**config.mk**
```make
export PLATFORM = sky130hd
export DESIGN_NAME = clk_ctrl
export DESIGN_NICKNAME = d
export VERILOG_FILES = /design/src/design/clk_ctrl_pkg.sv /design/src/design/clk_ctrl.sv /design/src/design/osc_edge.sv
export SDC_FILE = /design/constraint.sdc
export NUM_CORES = 1
export LEC_CHECK = 0
export ABC_AREA = 1
export BUFFER_PORTS_ARGS = -buffer_cell sky130_fd_sc_hd__buf_2
export CORE_ASPECT_RATIO = 0.6
export CORE_UTILIZATION = 55
export CTS_CLUSTER_DIAMETER = 50
export DETAILED_ROUTE_END_ITERATION = 10
export PLACE_DENSITY = 0.74
export SLEW_MARGIN = 20
export SYNTH_ARGS = -nofsm -noshare
export SYNTH_HDL_FRONTEND = slang
export SYNTH_SLANG_ARGS = --single-unit
```
**constraint.sdc**
```tcl
create_clock -name MCLK_I -period 3.35 [get_ports MCLK_I]
set_input_delay 0.335 -clock MCLK_I [delete_from_list [all_inputs] [get_ports MCLK_I]]
set_output_delay 0.335 -clock MCLK_I [all_outputs]
set_load 0.02 [all_outputs]
```
**src/design/clk_ctrl_pkg.sv**
```systemverilog
// Shared constants and types for the system clock source and divider.
package clk_ctrl_pkg;

    // ------------------------------------------------------------------
    // Clock sources
    // ------------------------------------------------------------------
    typedef enum logic [1:0] {
        SRC_RC,
        SRC_WDOG,
        SRC_EXT
    } clk_src_t;

    localparam int NUM_SRC = 3;

    // ------------------------------------------------------------------
    // Tuning register layout and reset value
    // ------------------------------------------------------------------
    localparam int TRIM_W = 6;
    localparam int RC_SEL_BIT = 7;
    localparam logic [5:0] TRIM_FACTORY = 6'h20;
    localparam logic RC_SEL_RESET = 1'b0;

    // ------------------------------------------------------------------
    // Divider and low-power reset values
    // ------------------------------------------------------------------
    localparam int DIV_W = 8;
    localparam int DIV_CNT_W = 9;
    localparam logic [7:0] DIV_RESET = 8'h00;
    localparam logic CLOCK_LOW_POWER_BIT_RESET = 1'b0;

    // ------------------------------------------------------------------
    // Wake-up delays, counted in ticks of the incoming source
    // ------------------------------------------------------------------
    localparam int WAKE_W = 12;
    localparam logic [11:0] WAKE_RC_TICKS = 12'h100;
    localparam logic [11:0] WAKE_WDOG_TICKS = 12'h020;
    localparam logic [11:0] WAKE_EXT_TICKS = 12'h400;

    // ------------------------------------------------------------------
    // User configuration byte fields used by this block
    // ------------------------------------------------------------------
    typedef struct packed {
        clk_src_t src;
        logic doubler;
    } user_cfg_t;

    // Software writes to the tuning register.
    typedef struct packed {
        logic rc_sel;
        logic [5:0] trim;
    } trim_wr_t;

endpackage : clk_ctrl_pkg

```
**src/design/clk_ctrl.sv**
```systemverilog
// Clock source selection, tuning, wake-up gate and CPU clock divider.
//
// How it works
// RQ1: A six-bit tuning field, writable by software, adjusts the RC oscillator.
// RQ2: Reset loads the tuning field with the factory value for nominal frequency.
// RQ3: Software may rewrite the tuning field at run time to retune the oscillator.
// RQ4: With the doubler configured, the RC source ticks on both edges.
// RQ5: Software sets the low-power bit only when the CPU clock is slow.
// RQ6: Every reset clears the clock low-power bit.
// RQ7: Tuning bit 7 picks the RC oscillator over the configured source; the code takes this select from bit 6 of trim_wr_t (rc_sel).
// RQ8: The watchdog oscillator is a selectable low-power clock source.
// RQ9: An external source drives the clock pin from zero up to 18 MHz.
// RQ10: Above 12 MHz the system must enable the reset input function.
// RQ11: A wake-up timer holds the CPU clock until the new source settles.
// RQ12: The divider divides the oscillator clock by up to 510.
// RQ13: Divider changes take effect at any time without stalling execution.
// RQ14: When the external clock is unused its pin is a plain input.
// RQ15: Only power-on reset loads the tuning register; other resets keep it.
// RQ16: The peripheral clock is the CPU clock divided by two.
// RQ17: Setting N divides by 2N; N of zero passes the clock straight.
// RQ18: Source and ratio changes land on tick boundaries, so no short phases.
`timescale 1ns/100ps
module clk_ctrl
    import clk_ctrl_pkg::*;
(
    input wire logic MCLK_I,
    input wire logic RESET_N_I,
    input wire logic SYS_RESET_I,
    input wire user_cfg_t USER_CFG_I,
    input wire logic RC_OSC_I,
    input wire logic WDOG_OSC_I,
    input wire logic EXT_CLK_PIN_I,
    input wire logic TRIM_WE_I,
    input wire trim_wr_t TRIM_WDATA_I,
    input wire logic DIV_WE_I,
    input wire logic [7:0] DIV_WDATA_I,
    input wire logic CLOCK_LOW_POWER_BIT_WE_I,
    input wire logic CLOCK_LOW_POWER_BIT_WDATA_I,
    output logic [5:0] TRIM_O,
    output logic RC_SEL_O,
    output logic [7:0] DIV_O,
    output logic CLOCK_LOW_POWER_BIT_O,
    output logic OSC_EN_O,
    output logic CPU_EN_O,
    output logic PCLK_EN_O,
    output logic CPU_RUN_O,
    output clk_src_t ACTIVE_SRC_O,
    output logic PIN_GPIO_O
);

    // ------------------------------------------------------------------
    // Oscillator inputs
    // ------------------------------------------------------------------
    logic [NUM_SRC-1:0] osc_raw;
    logic [NUM_SRC-1:0] osc_lvl;
    logic [NUM_SRC-1:0] osc_rise;
    logic [NUM_SRC-1:0] osc_fall;
    logic [NUM_SRC-1:0] src_tick;

    assign osc_raw = {EXT_CLK_PIN_I, WDOG_OSC_I, RC_OSC_I};

    genvar g;
    generate
        for (g = 0; g < NUM_SRC; g++) begin : g_src
            osc_edge u_edge (
                .clk_i(MCLK_I),
                .rst_n_i(RESET_N_I),
                .osc_i(osc_raw[g]),
                .level_o(osc_lvl[g]),
                .rise_o(osc_rise[g]),
                .fall_o(osc_fall[g])
            );
            if (g == int'(SRC_RC)) begin : g_dbl
                // RQ4 doubler on both edges
                assign src_tick[g] = osc_rise[g]
                    | (osc_fall[g] & USER_CFG_I.doubler);
            end else begin : g_plain
                assign src_tick[g] = osc_rise[g];
            end
        end
    endgenerate

    // ------------------------------------------------------------------
    // Software-visible control bits
    // ------------------------------------------------------------------
    logic [5:0] trim_q;
    logic [5:0] trim_d;
    logic rc_sel_q;
    logic rc_sel_d;
    logic [7:0] div_q;
    logic [7:0] div_d;
    logic clock_low_power_bit_q;
    logic clock_low_power_bit_d;

    always_comb begin
        trim_d = trim_q;
        rc_sel_d = rc_sel_q;
        div_d = div_q;
        clock_low_power_bit_d = clock_low_power_bit_q;
        // RQ1 tuning field write
        // RQ3 run-time retune
        if (TRIM_WE_I) begin
            trim_d = TRIM_WDATA_I.trim;
            rc_sel_d = TRIM_WDATA_I.rc_sel;
        end
        // RQ13 divider written in any cycle without a system reset
        if (DIV_WE_I) begin
            div_d = DIV_WDATA_I;
        end
        if (CLOCK_LOW_POWER_BIT_WE_I) begin
            clock_low_power_bit_d = CLOCK_LOW_POWER_BIT_WDATA_I;
        end
        // RQ6 any reset clears low-power
        // The system reset leaves the tuning bits alone on purpose.
        if (SYS_RESET_I) begin
            div_d = DIV_RESET;
            clock_low_power_bit_d = CLOCK_LOW_POWER_BIT_RESET;
        end
    end

    // RQ2 factory value on power-on
    // RQ15 only power-on loads trim
    always_ff @(posedge MCLK_I or negedge RESET_N_I) begin
        if (!RESET_N_I) begin
            trim_q <= TRIM_FACTORY;
            rc_sel_q <= RC_SEL_RESET;
            div_q <= DIV_RESET;
            clock_low_power_bit_q <= CLOCK_LOW_POWER_BIT_RESET;
        end else begin
            trim_q <= trim_d;
            rc_sel_q <= rc_sel_d;
            div_q <= div_d;
            clock_low_power_bit_q <= clock_low_power_bit_d;
        end
    end

    // ------------------------------------------------------------------
    // Source selection and wake-up gate
    // ------------------------------------------------------------------
    typedef enum logic {
        ST_WAKE,
        ST_RUN
    } wake_state_t;

    wake_state_t state_q;
    wake_state_t state_d;
    clk_src_t want_src;
    clk_src_t active_q;
    clk_src_t active_d;
    logic [11:0] wake_cnt_q;
    logic [11:0] wake_cnt_d;
    logic [11:0] wake_lim;
    logic want_tick;
    logic act_tick;

    always_comb begin
        // RQ7 RC select overrides
        // RQ8 watchdog oscillator selectable
        want_src = rc_sel_q ? SRC_RC : USER_CFG_I.src;
        if (want_src == SRC_EXT) begin
            want_tick = src_tick[SRC_EXT];
        end else if (want_src == SRC_WDOG) begin
            want_tick = src_tick[SRC_WDOG];
        end else begin
            want_tick = src_tick[SRC_RC];
        end
        if (active_q == SRC_EXT) begin
            act_tick = src_tick[SRC_EXT];
        end else if (active_q == SRC_WDOG) begin
            act_tick = src_tick[SRC_WDOG];
        end else begin
            act_tick = src_tick[SRC_RC];
        end
        case (want_src)
            SRC_WDOG: wake_lim = WAKE_WDOG_TICKS;
            SRC_EXT: wake_lim = WAKE_EXT_TICKS;
            default: wake_lim = WAKE_RC_TICKS;
        endcase
    end

    logic [8:0] div_cnt_q;
    logic [8:0] div_cnt_d;
    logic [8:0] ratio_q;
    logic [8:0] ratio_d;
    logic boundary;
    logic cpu_tick;

    always_comb begin
        state_d = state_q;
        active_d = active_q;
        wake_cnt_d = wake_cnt_q;
        case (state_q)
            ST_WAKE: begin
                // RQ11 hold until settled
                if (want_src != active_q) begin
                    active_d = want_src;
                    wake_cnt_d = '0;
                end else if (want_tick) begin
                    if (wake_cnt_q >= wake_lim - 12'h001) begin
                        state_d = ST_RUN;
                        wake_cnt_d = '0;
                    end else begin
                        wake_cnt_d = wake_cnt_q + 12'h001;
                    end
                end
            end
            ST_RUN: begin
                // RQ18 switch only at boundary
                if (want_src != active_q && boundary) begin
                    state_d = ST_WAKE;
                    active_d = want_src;
                    wake_cnt_d = '0;
                end
            end
            default: begin
                state_d = ST_WAKE;
            end
        endcase
        if (SYS_RESET_I) begin
            state_d = ST_WAKE;
            wake_cnt_d = '0;
        end
    end

    // ------------------------------------------------------------------
    // CPU clock divider
    // ------------------------------------------------------------------
    logic pclk_ph_q;
    logic pclk_ph_d;

    always_comb begin
        div_cnt_d = div_cnt_q;
        ratio_d = ratio_q;
        pclk_ph_d = pclk_ph_q;
        cpu_tick = 1'b0;
        // A ratio of 2N needs 2N ticks; zero means one tick per cycle.
        boundary = (div_cnt_q == 9'h000);
        if (state_q == ST_RUN && act_tick) begin
            // RQ12 divide by up to 510
            // RQ17 N gives 2N, zero bypass
            if (ratio_q == 9'h000 || div_cnt_q >= ratio_q - 9'h001) begin
                cpu_tick = 1'b1;
                div_cnt_d = '0;
                // RQ13 new ratio at boundary
                ratio_d = {div_q, 1'b0};
                // RQ16 peripheral clock halves
                pclk_ph_d = ~pclk_ph_q;
            end else begin
                div_cnt_d = div_cnt_q + 9'h001;
            end
        end else if (state_q == ST_WAKE) begin
            div_cnt_d = '0;
            ratio_d = {div_q, 1'b0};
            // The first CPU pulse of each run comes without a peripheral pulse.
            pclk_ph_d = 1'b0;
        end
    end

    always_ff @(posedge MCLK_I or negedge RESET_N_I) begin
        if (!RESET_N_I) begin
            state_q <= ST_WAKE;
            active_q <= SRC_RC;
            wake_cnt_q <= '0;
            div_cnt_q <= '0;
            ratio_q <= '0;
            pclk_ph_q <= 1'b0;
        end else begin
            state_q <= state_d;
            active_q <= active_d;
            wake_cnt_q <= wake_cnt_d;
            div_cnt_q <= div_cnt_d;
            ratio_q <= ratio_d;
            pclk_ph_q <= pclk_ph_d;
        end
    end

    // ------------------------------------------------------------------
    // Registered outputs
    // ------------------------------------------------------------------
    logic osc_en_q;
    logic cpu_en_q;
    logic pclk_en_q;
    logic gpio_q;
    logic gpio_d;
    logic run_q;
    logic run_d;

    always_comb begin
        // RQ14 pin is ordinary input
        gpio_d = (active_q == SRC_EXT) ? 1'b0 : osc_lvl[SRC_EXT];
        // RQ11 no pulse leaves run
        // A tick that meets the step into wake-up is dropped, so no pulse
        // escapes while the run flag already reads low.
        run_d = (state_d == ST_RUN);
    end

    always_ff @(posedge MCLK_I or negedge RESET_N_I) begin
        if (!RESET_N_I) begin
            osc_en_q <= 1'b0;
            cpu_en_q <= 1'b0;
            pclk_en_q <= 1'b0;
            gpio_q <= 1'b0;
            run_q <= 1'b0;
        end else begin
            osc_en_q <= (state_q == ST_RUN) & act_tick & run_d;
            cpu_en_q <= cpu_tick & run_d;
            pclk_en_q <= cpu_tick & pclk_ph_q & run_d;
            gpio_q <= gpio_d;
            run_q <= run_d;
        end
    end

    assign TRIM_O = trim_q;
    assign RC_SEL_O = rc_sel_q;
    assign DIV_O = div_q;
    assign CLOCK_LOW_POWER_BIT_O = clock_low_power_bit_q;
    assign OSC_EN_O = osc_en_q;
    assign CPU_EN_O = cpu_en_q;
    assign PCLK_EN_O = pclk_en_q;
    assign CPU_RUN_O = run_q;
    assign ACTIVE_SRC_O = active_q;
    assign PIN_GPIO_O = gpio_q;

endmodule : clk_ctrl

```
**src/design/osc_edge.sv**
```systemverilog
// Two-stage synchroniser with edge pulses for one oscillator input.
`timescale 1ns/100ps
module osc_edge (
    input wire logic clk_i,
    input wire logic rst_n_i,
    input wire logic osc_i,
    output logic level_o,
    output logic rise_o,
    output logic fall_o
);

    logic meta_q;
    logic meta_d;
    logic sync_q;
    logic sync_d;
    logic prev_q;
    logic prev_d;

    always_comb begin
        meta_d = osc_i;
        sync_d = meta_q;
        prev_d = sync_q;
    end

    always_ff @(posedge clk_i or negedge rst_n_i) begin
        if (!rst_n_i) begin
            meta_q <= 1'b0;
            sync_q <= 1'b0;
            prev_q <= 1'b0;
        end else begin
            meta_q <= meta_d;
            sync_q <= sync_d;
            prev_q <= prev_d;
        end
    end

    assign level_o = sync_q;
    assign rise_o = sync_q & ~prev_q;
    assign fall_o = ~sync_q & prev_q;

endmodule : osc_edge

```
Word-level counts from Yosys, hierarchy flattened
Index checks and enable logic that the tools add are counted.
- register bits: 63
- output and inout bits: 23
- bits of input ports: 28
- logic and storage cells: 104
- multiplexer cells: 37
- reductions and logical operators: 10
- bitwise operators: 17
- add/subtract/negate cells: 4
- eq/ne operators: 11
- magnitude comparators: 2
- operator list (kind ; number):
    $mux 12 ; 5
    $mux 9 ; 6
    $pmux 12 s2 ; 1
    $pmux 11 s2 ; 1
    $logic_not 9->1 ; 2
    $mux 1 ; 17
    $mux 8 ; 2
    $add 12x1->12 const B ; 1
    $ge 12x12->1 ; 1
    $sub 12x1->12 const B ; 1
    $and 1x1->1 ; 10
    $add 9x1->9 const B ; 1
    $ge 9x9->1 ; 1
    $sub 9x1->9 const B ; 1
    $mux 2 ; 3
    $ne 2x1->1 const B ; 3
    $not 1->1 ; 6
    $reduce_and 2->1 ; 3
    $eq 2x1->1 const B ; 2
    $eq 2x2->1 const B ; 2
    $ne 4x4->1 const B ; 1
    $pmux 2 s2 ; 1
    $reduce_bool 2->1 ; 2
    $ne 3x2->1 const B ; 1
    other kinds (6) ; 7

Longest topological paths before layout
Gate-level depths: netlist (run 1).
- word-level depth: 11
- depth in mapped cells: 15
- mapped depth without buffers: 15

By module
A second synthesis (run 1) with hierarchy kept.
- cell total of the unflattened synthesis: 455
- area, all modules: 3525.9 um^2
- by module, submodules not included (module ; seq. area each (um^2) ; cells an instance ; area an instance (um^2) ; instances):
    clk_ctrl ; 1327.5 ; 434 ; 3255.6 ; 1
    osc_edge ; 75.1 ; 7 ; 90.1 ; 3

Worst setup path after synthesis (run 1)
Ideal clock, no wire load.
- path kind: register -> register
- from: register ratio_q[3]
- to: register ratio_q[1]
- library setup time: 117 ps
- slack: 1205 ps
- data arrival time: 2028 ps
- period minus slack after synthesis: 2145 ps
- cell stages (with the launch flop): 15
- path buffers: 0
- cell sequence: dfrtp_1 > inv_1 > nand2_1 > inv_1 > nand4_1 > nor3_1 > xor2_1 > ha_1 > a21oi_1 > o21a_1 > nand4_1 > nand2_1 > nand2_1 > nand2_1 > nand2_1
- word-level cells in the longest chain between the ends: 5
- elaborated cells between the ends (all ways): 6
- ends and longest elaborated chain (what ; line ; source):
    from (decl) ; clk_ctrl.sv:183 ; logic [8:0] ratio_q;
    from (signal assigned) ; clk_ctrl.sv:272 ; ratio_q <= ratio_d;
    $sub 9x1->9 ; clk_ctrl.sv:241 ; if (ratio_q == 9'h000 || div_cnt_q >= ratio_q - 9'h001) begin
    $ge 9x9->1 ; clk_ctrl.sv:241 ;
    $logic_or 1x1->1 (*) ; clk_ctrl.sv:241 ;
    $ne 2x1->1 (no source line) (*) ; -- ;
    $reduce_and 2->1 (no source line) (*) ; -- ;
Every way passes the cells marked *; elsewhere a longest branch is shown, timed or not.
A chain may end at the register's enable or synchronous reset.

Worst setup path in the final report (run 1)
- from: register ratio_q[3]
- to: register ratio_q[5]
The elaborated chain is that of the path after synthesis.

==> out/metrics.cfg, run 1 <==
[layout]
nFillCells=504
post-route-cell-area_mm2=0.00398
diodes=0
drive_gt1_share_pct=17.6
syn2layout_area_growth_pct=14.8
multi_input_area_mm2=0.00162
nets=536
finalNonFillerCells=575
regArea_mm2=0.00155

[drt]
viasPerCell=5.16
routed_wl_mm=7.73
wl_per_cell_um=13.4
route.detailed.drc=0
drt_iter0_drc=163
dr_wl_met3_um=500
ant_nets=0
via_count=2968
wl_met2_mm=3.21
top_layer_used=met4
wl_met1_mm=3.95
first_pass_iters=4

[clock_network]
clockBufferDepth=2
ctsHtreeMaxLevel=3
clk_pin_slew_ns=0.07
cts_tree=built
cts-buffers-inserted=9
cts_setup_buffers=0
clk_latency_ns=0.35
cts_resized=0
holdBufCountCts=0
ctsRootBufferMaster=clkbuf_8
cts_num_sinks=62

[logic_synthesis]
ys_warn_count=0
seq_area_frac_synth_pct=44.8
yosys_register_bits=62
syn_inst=439
synth-async-reset-ratio_pct=100
synth_nets=485
synth_edf_count=0
ys.flop_type=dfrtp_1
syn_avg_cell_area_um2=7.90
synth.cell_area_mm2=0.00347
synth.distinct_cells=33

[grt]
grt_pass1_vias=2824
antenna_found_initial=0
grt_overflow=0
grt_max_degree=35
grt_pass1_wl_mm=13.4
grt_use_total_pct=26.4

[hold_path]
hp-class=input pin to async pin

[sta]
finalCriticalPeriod_ns=2.79
finalCritPeriodShare_pct=83.2
setup_tns_ns=0
max_freq_mhz=359
rsz0062_at_grt=no
maxSlewHeadroom_pct=49.4
setup_viol=0
hold_viol=0
slew_viol_final=0
finalClockSkew_ns=0.00660
tightestPinTransition_ns=0.759

[worst_setup_path]
r2r_cells=15
worstPathArrival_ns=3.03
worstReg2RegEnd=ratio_q[5]
cp_max_fo=11
critPathLaunchType=flop
end_kind=flop
ff2ff_setup_slack_ns=0.56
critical_path.startpoint=ratio_q[3]
r2r-start=ratio_q[3]
worstSetupEndpoint=ratio_q[5]
path_class=flop to flop
crit_required_ns=3.59

[place]
placed_cell_area_mm2=0.00375
io_buffers=50
place_inst=559
hpwlAfterDp_mm=5.80
gp_congestion=0.843

[floorplan]
die-width_um=105
coreArea_mm2=0.00583
num_io_pins=51
rows=21
die_y_um=63.5
die_area_mm2=0.00664
initial_core_util_pct=59.4

[power]
finalPower_mw=1.87
peakVddDrop_mv=0.297
p_leak_nw=2.13
p_per_area_mw_per_mm2=470

[status]
status=finished, final reports clean

[run]
cap_violations=0

## worst min-delay path by stage
stage | startpoint | to | depth (start not counted)
2_1_floorplan | RESET_N_I | ACTIVE_SRC_O[0] | 0
3_3_place_gp | g_src[1].u_edge.meta_q | g_src[1].u_edge.level_o | 0
3_5_place_dp | g_src[1].u_edge.meta_q | g_src[1].u_edge.level_o | 0
4_1_cts | RESET_N_I | PCLK_EN_O | 1
5_1_grt | EXT_CLK_PIN_I | g_src[2].u_edge.meta_q | 1
6_report | RESET_N_I | g_src[2].u_edge.level_o | 1
## final cells by class
cell class                      count  area share (%)
Clock buffer                       13            4.24
Clock inverter                      3            1.63
Inverter                           58            5.47
Multi-Input combinational cell    308            40.6
Sequential cell                    62            39.0
Tap cell                           80            2.51
Timing Repair Buffer               51            6.48
## where the power goes
group	internal, mW	switching, mW
clock	0.479	0.285
sequential	0.789	0.0358
combinational	0.0909	0.191
## Yosys cell counts (5+ instances only)
cell	instances	area, um^2
nand2_1	124	465
nor2_1	42	158
mux2_2	6	67.6
nand3_1	47	235
ha_1	18	225
o21ai_0	16	80.1
xor2_1	8	70.1
a21oi_1	5	25.0
xnor2_1	6	52.6
inv_1	53	199
nand4_1	9	56.3
dfrtp_1	61	1530
## per-stage QoR
| stage | setup slack, ns | hold WS (ns) | util [%] |
|---|---|---|---|
| after detailed placement | 0.589 | 0.335 | 64.2 |
| after floorplan | 1.20 | 0.0394 | - |
| final | 0.561 | 0.0544 | 68.2 |
| after global placement | 0.758 | 0.336 | 64.2 |
| after global routing | 0.171 | 0.0848 | 68.2 |
| after CTS | 0.577 | 0.0805 | 68.2 |
## state kept, by name, summed over array words and instances (netlist names), 2 cells and up
| name | count |
|---|---|
| g_src.u_edge.prev_q | 3 |
| wake_cnt_q | 12 |
| ACTIVE_SRC_O | 2 |
| TRIM_O | 6 |
| g_src.u_edge.meta_q | 3 |
| DIV_O | 8 |
| ratio_q | 8 |
| div_cnt_q | 9 |
| g_src.u_edge.level_o | 3 |
## placed cells by master, fill, tap and decap left out, drive strengths merged, types with 2 or more instances in the layout
master	synthesis	routed
a21o	2	2
a21oi	5	5
a31oi	2	2
buf	6	51
bufinv	0	2
clkbuf	5	13
clkinv	1	2
dfrtp	61	61
ha	18	18
inv	57	57
mux2	6	6
nand2	127	127
nand3	49	49
nand3b	2	2
nand4	9	9
nor2	44	44
nor3	5	5
o21ai	19	19
o22ai	4	4
xnor2	6	6
xor2	8	8
## kinds of logic (layout without fill, tap and decap cells)
group	Yosys count	after routing	synth area share, %
fa+ha+maj	18	18	6.50
flops	62	62	44.8
simple gates	237	237	29.5
compound gates	33	33	5.20
buf+inv	69	125	8.55
xor+xnor	14	14	3.54
mux	6	6	1.95
## metal layers
layer / GRT usage (%) / vias to the layer above
li1: - / 1506
met1: 37.8 / 1366
met2: 37.6 / 90
met3: 7.35 / 6
met4: 10.4 / 0
met5: 0 / -
## critical path: stages, from the launching register on
cell and delay (ns):
dfrtp_1 0.40, inv_1 0.08, nand2_1 0.07, inv_1 0.09, nand4_1 0.13, nor3_1 0.21
xor2_1 0.19, ha_1 0.27, nand2_1 0.10, nor2_1 0.07, o21ai_0 0.10, nand4_1 0.20
nand2_1 0.31, nand2_1 0.26, nand2_1 0.14, nand2_1 0.06
No activity file was read; power rests on OpenSTA's default activity.
==> inputs of run 2 (changes only) <==
- clock period: 3.35 -> 2.7 ns (I/O delays scaled with it)
==> out/metrics.cfg, run 2 (synthesis gave the netlist of run 1 again) <==
[layout]
regArea_mm2=0.00155  ; unchanged
nets=541  ; +0.93%
syn2layout_area_growth_pct=14.5
diodes=0  ; unchanged
regMostFlops=wake_cnt_q
drive_gt1_share_pct=18.2  ; +0.62 points
multi_input_area_mm2=0.00162  ; +0.15%
largest_reg_flops=12  ; unchanged
nFillCells=501  ; -0.60%
final_cell_mix=123 x nand2_1, 61 x dfrtp_1, 53 x inv_1
reg.largest.list=wake_cnt_q: 12 flops, div_cnt_q: 9 flops
post-route-cell-area_mm2=0.00397  ; -0.25%
final_common_cell=nand2_1

[worst_setup_path]
critPathLaunchType=flop
path_class=flop to flop
end_kind=flop
worstPathArrival_ns=2.69  ; -0.34 ns
cp_max_fo=10  ; -1
crit_required_ns=2.94  ; -0.65 ns

[floorplan]
coreArea_mm2=0.00583  ; unchanged
num_io_pins=51  ; unchanged
initial_core_util_pct=59.4  ; unchanged
die_area_mm2=0.00664  ; unchanged
die-width_um=105  ; unchanged
die_y_um=63.5  ; unchanged
rows=21  ; unchanged

[sta]
setup_viol=0  ; unchanged
finalCriticalPeriod_ns=2.45  ; -0.337 ns
finalCritPeriodShare_pct=90.8  ; +7.6 points
rsz0062_at_grt=no
finalClockSkew_ns=0.0115  ; +0.00489 ns
hold_viol=0  ; unchanged
setup_tns_ns=0  ; unchanged
max_freq_mhz=408  ; +14%
slew_viol_final=0  ; unchanged
tightestPinTransition_ns=0.464  ; -0.295 ns
hold_slack_ns=0.0306  ; -0.0237 ns
maxSlewHeadroom_pct=69.1  ; +20 points

[clock_network]
clk_pin_slew_ns=0.07  ; about the same
ctsHtreeMaxLevel=3  ; unchanged
ctsRootBufferMaster=clkbuf_8
clockBufferDepth=2  ; unchanged
cts-buffers-inserted=9  ; unchanged
cts_tree=built
cts_num_sinks=62  ; unchanged
clk_latency_ns=0.36  ; about the same

[grt]
grt_overflow=0  ; unchanged
grt_max_degree=25  ; -29%
antenna_found_initial=0  ; unchanged
grt_pass1_vias=2862  ; +1.3%
grt_pass1_wl_mm=13.3  ; -0.67%
grt_use_total_pct=26.0  ; -0.37 points

[place]
placed_cell_area_mm2=0.00378  ; +0.80%
hpwlAfterDp_mm=5.83  ; +0.45%
gp_congestion=0.853  ; +1.3%
io_buffers=50  ; unchanged

[power]
combPwrFrac_pct=16.3  ; +1.2 points
p_int_mw=1.51  ; +11%
power_switching_uw=648  ; +27%
peakVddDrop_mv=0.428  ; +44%
p_per_area_mw_per_mm2=544  ; +16%
switching_share_pct=30.0  ; +2.6 points
p_seq_share_pct=47.3  ; +3.2 points
p_leak_nw=2.14  ; about the same
clockPowerShare_pct=36.3  ; -4.5 points

[drt]
first_pass_iters=5  ; +1
viasPerCell=5.19  ; +0.47%
routed_wl_mm=7.64  ; -1.2%
drt_iter0_drc=197  ; +21%
via_count=3008  ; +1.3%
route.detailed.drc=0  ; unchanged
ant_nets=0  ; unchanged
wl_per_cell_um=13.2  ; -2.1%

[status]
status=finished, final reports clean

[run]
cap_violations=0  ; unchanged

[hold_path]
hp-class=input pin to flop

==> run 2: cell count changes in the layout (fill, tap and decap cells not counted) <==
cell / delta
dlygate4sd3_1: +1
clkinv_2: +3
clkbuf_8: -3
nand2_2: +1
nand2_1: -1
buf_4: +4
clkbuf_1: +1
bufinv_16: -1
==> run 2: critical path, stage by stage, from the launching register on <==
cell     delay, ns
dfrtp_1       0.41
inv_1         0.15
ha_1          0.26
nand2_1       0.09
xor2_1        0.14
inv_1         0.06
ha_1          0.27
nand2_1       0.07
nor2_1        0.13
o21ai_0       0.14
nand4_1       0.20
nand2_1       0.11
buf_4         0.18
nand3_1       0.08
nand2_1       0.06
==> run 2: power by group through the flow <==
stage	Combinational, mW	Sequential (mW)	Clock [mW]
2_1_floorplan	0.217	1.06	0
3_3_place_gp	0.339	1.04	0
3_5_place_dp	0.351	1.04	0
4_1_cts	0.353	1.02	0.797
5_1_grt	0.396	1.03	0.840
6_report	0.353	1.02	0.785
==> run 2: final cells by class <==
type,count,share of cell area [%]
multi-input combinational,308,40.8
timing repair buffer,56,7.50
clock inverter,5,1.26
inverter,58,5.48
tap,80,2.52
clock buffer,11,3.31
sequential,62,39.1
==> run 2: per-stage QoR <==
step	setup WS, ns	power (mW)	utilization [%]	instances
6_report	0.248	2.16	68.1	580
5_1_grt	0.00700	2.27	68.1	580
4_1_cts	0.208	2.17	68.0	580
3_5_place_dp	0.218	1.39	64.7	563
3_3_place_gp	0.386	1.38	64.7	563
2_1_floorplan	0.555	1.28	-	439
==> run 2: per-layer routing <==
layer | vias up | part of all wire (%) | track usage (%)
li1 | 1524 | - | -
met1 | 1373 | 51 | 37.9
met2 | 103 | 41 | 37.0
met3 | 8 | 7.0 | 8.28
met4 | 0 | 0.94 | 7.14
met5 | - | 0 | 0
==> run 2: path summary, 6_finish.rpt <==
| kind | slack, ns | to | from | depth (start not counted) |
|---|---|---|---|---|
| setup / recovery | 0.25 | ratio_q[7] | ratio_q[1] | 14 |
| hold / removal | 0.03 | g_src[0].u_edge.meta_q | RC_OSC_I | 1 |
| setup reg to reg | 0.25 | ratio_q[7] | ratio_q[1] | 14 |
| hold reg to reg | 0.35 | g_src[2].u_edge.level_o | g_src[2].u_edge.meta_q | 0 |
| max in group asynchronous | 1.61 | TRIM_O[5] | RESET_N_I | 3 |
| min in group asynchronous | 0.40 | g_src[0].u_edge.meta_q | RESET_N_I | 2 |
==> run 2: what timing repair did <==
action | 4_1_cts | 5_1_grt
hold buffers | 1 | 0
endpoints found under the setup margin | 0 | 8
endpoints found under the hold margin | 18 | 0
gates resized for setup | 0 | 1
buffers inserted | 0 | 0
==> inputs of run 3 (changes only) <==
- ABC_AREA: 1 -> 0
- PLACE_DENSITY: 0.74 -> 0.75
==> out/metrics.cfg, run 3 <==
[layout]
reg.largest.list=wake_cnt_q: 12 flops, div_cnt_q: 9 flops
final_core_util_pct=71.6  ; +3.5 points
final_common_cell=dfrtp_1
regMostFlops=wake_cnt_q
multi_input_area_mm2=0.00180  ; +11%
final_cell_mix=61 x dfrtp_1, 50 x buf_2, 18 x ha_1
nFillCells=436  ; -13%
drive_gt1_share_pct=35.9  ; +18 points
regArea_mm2=0.00155  ; unchanged
largest_reg_flops=12  ; unchanged
nets=418  ; -23%
diodes=0  ; unchanged
syn2layout_area_growth_pct=22.3

[worst_setup_path]
cp_cell_sequence=or4_4, nor2_4, nand2_2, xor2_1, ha_1, buf_6, a221oi_4, and2_4, o21ai_4, buf_12, mux2_4
path_class=flop to flop
ff2ff_setup_slack_ns=-0.19  ; -0.44 ns
critical_path.startpoint=ratio_q[3]
r2r-start=ratio_q[3]
crit_family=simple AND/OR/NAND/NOR gates
critPathBufInv=2  ; -1
max_stage_delay_ns=0.56  ; +0.15 ns
critPathLaunchType=flop
worstPathArrival_ns=3.13  ; +0.44 ns
end_kind=flop
r2r_cells=11  ; -3
slowest_stage=or4_4
crit_required_ns=2.94  ; about the same
cp_max_fo=7  ; -3
worstReg2RegEnd=ratio_q[6]

[power]
power_switching_uw=677  ; +4.5%
combPwrFrac_pct=20.9  ; +4.6 points
p_int_mw=1.63  ; +7.7%
p_leak_nw=2.06  ; -3.6%
p_seq_share_pct=44.4  ; -2.9 points
peakVddDrop_mv=0.414  ; -3.3%
clockPowerShare_pct=34.6  ; -1.7 points
p_per_area_mw_per_mm2=562  ; +3.3%
switching_share_pct=29.4  ; -0.63 points

[drt]
routed_wl_mm=6.94  ; -9.1%
via_count=2513  ; -16%
drt_iter0_drc=95  ; -52%
wl_per_cell_um=15.2  ; +16%
viasPerCell=5.51  ; +6.3%
first_pass_iters=4  ; -1
ant_nets=0  ; unchanged
route.detailed.drc=0  ; unchanged

[logic_synthesis]
yosys_register_bits=62  ; unchanged
synth_common_cells=61 x dfrtp_1, 20 x nor2_1, 18 x ha_1, 15 x nand2_1, 15 x o21ai_0
synth.distinct_cells=62  ; +88%
ys_warn_count=0  ; unchanged
synth-async-reset-ratio_pct=100  ; unchanged
synth.cell_area_mm2=0.00335  ; -3.2%
yosysTopAreaCellShare_pct=45.5  ; +1.5 points
syn_inst=302  ; -31%
seq_area_frac_synth_pct=46.3  ; +1.5 points
synth_nets=348  ; -28%
ys.flop_type=dfrtp_1
synth_edf_count=0  ; unchanged
yosysMostFrequentCell=dfrtp_1
syn_avg_cell_area_um2=11.1  ; +41%
yosysTopAreaCell=dfrtp_1
synth_area_leaders=dfrtp_1 46%, ha_1 6.7%, mux2i_1 3.0%

[grt]
antenna_found_initial=0  ; unchanged
grt_use_total_pct=24.9  ; -1.1 points
grt_overflow=0  ; unchanged
grt_max_degree=63  ; +150%
grt_pass1_wl_mm=12.0  ; -9.6%
grt_pass1_vias=2444  ; -15%

[floorplan]
die-width_um=103  ; -1.6%
coreArea_mm2=0.00573  ; -1.8%
num_io_pins=51  ; unchanged
die_y_um=62.5  ; -1.6%
rows=21  ; unchanged
die_area_mm2=0.00643  ; -3.2%
initial_core_util_pct=58.6  ; -0.88 points

[clock_network]
holdBufCountCts=0  ; -1
clk_pin_slew_ns=0.07  ; about the same
cts-buffers-inserted=9  ; unchanged
clockBufferDepth=2  ; unchanged
cts_tree=built
ctsRootBufferMaster=clkbuf_8
ctsHtreeMaxLevel=3  ; unchanged
cts_num_sinks=62  ; unchanged
clk_latency_ns=0.35  ; about the same

[sta]
worst_slack_ns=-0.189  ; -0.438 ns
finalCriticalPeriod_ns=2.89  ; +0.438 ns
max_freq_mhz=346  ; -15%
hold_viol=0  ; unchanged
rsz0062_at_grt=yes
finalCritPeriodShare_pct=107  ; +16 points
maxSlewHeadroom_pct=49.6  ; -19 points
setup_viol=14  ; +14
finalClockSkew_ns=0.00791  ; -0.00358 ns
tightestPinTransition_ns=0.756  ; +0.292 ns
slew_viol_final=0  ; unchanged

[place]
hpwlAfterDp_mm=4.86  ; -17%
io_buffers=50  ; unchanged
gp_congestion=0.775  ; -9.2%
pre_cts_ws_ns=-0.162  ; -0.380 ns

[run]
cap_violations=0  ; unchanged

[hold_path]
hold_start=RC_OSC_I
hold_end=g_src[0].u_edge.meta_q
hp-class=input pin to flop
hold_depth=1  ; unchanged

[status]
violations=negative setup slack
status=finished, violations left

run 3: changes by cell type after synthesis, sizes merged, moves of 10 or more:
cell	previous run	this run
nand3	49	11
mux2i	0	10
and3	0	12
inv	57	11
nor2	44	21
nand2	127	15
run 3: worst register-to-register path, cell delays in order, from the launching register on:
cell      delay, ns
dfrtp_1        0.38
or4_4          0.56
nor2_4         0.11
nand2_2        0.07
xor2_1         0.15
ha_1           0.34
buf_6          0.14
a221oi_4       0.30
and2_4         0.21
o21ai_4        0.06
buf_12         0.16
mux2_4         0.30
run 3: power groups by stage:
stage | sequential, mW | combinational [mW] | clock, mW
2_1_floorplan | 1.07 | 0.277 | 0
3_3_place_gp | 1.04 | 0.450 | 0
4_1_cts | 1.02 | 0.472 | 0.820
5_1_grt | 1.03 | 0.525 | 0.867
6_report | 1.03 | 0.482 | 0.799
3_5_place_dp | 1.04 | 0.460 | 0
run 3: worst max path at each step:
stage,to,slack (ns),cells past startpoint
6_report,ratio_q[6],-0.19,11
5_1_grt,ratio_q[6],-0.26,11
4_1_cts,ratio_q[6],-0.14,11
3_5_place_dp,ratio_q[6],-0.16,10
3_3_place_gp,ratio_q[4],-0.08,10
2_1_floorplan,ratio_q[7],-0.05,10
run 3: routing by layer:
metal / vias up / track usage [%] / wire length (um)
met5: - / 0 / 0
met4: 0 / 7.04 / 87
met3: 10 / 9.84 / 385
met2: 67 / 33.1 / 2750
met1: 1186 / 37.1 / 3720
li1: 1250 / - / -
run 3: final cells by class:
cell class | count | area share, %
clock inverter | 4 | 1.16
multi-input combinational | 219 | 43.9
inverter | 11 | 1.01
clock buffer | 11 | 3.45
tap | 80 | 2.44
timing repair buffer | 69 | 10.2
sequential | 62 | 37.9
run 3: per-stage QoR:
step	instances	instance area, um^2	setup TNS [ns]	hold slack, ns	power (mW)
2_1_floorplan	302	3370	-0.276	-0.0256	1.35
3_3_place_gp	436	3750	-0.521	0.332	1.49
3_5_place_dp	436	3750	-1.05	0.335	1.50
4_1_cts	454	4040	-1.20	0.00355	2.32
5_1_grt	456	4100	-3.36	0.000350	2.42
6_report	456	4100	-1.73	0.0194	2.31
run 3: logic make-up (layout without fill, tap and decap cells):
logic type               after synthesis  count (layout)  synth area share [%]
AO/OA/AOI/OAI                         62              62                  15.1
XOR/XNOR                               8               8                  2.09
adder cells (fa/ha/maj)               18              18                  6.71
buffers and inverters                 21              95                  3.32
flip-flops                            62              62                  46.3
multiplexers                          24              24                  8.36
AND/OR/NAND/NOR                      107             107                  18.2
run 3: timing repair:
action,4_1_cts,5_1_grt
pin swaps,7,7
gates resized for setup,21,10
hold endpoints to repair,0,0
endpoints found under the setup margin,13,22
cloned,1,0
buffers inserted,2,2
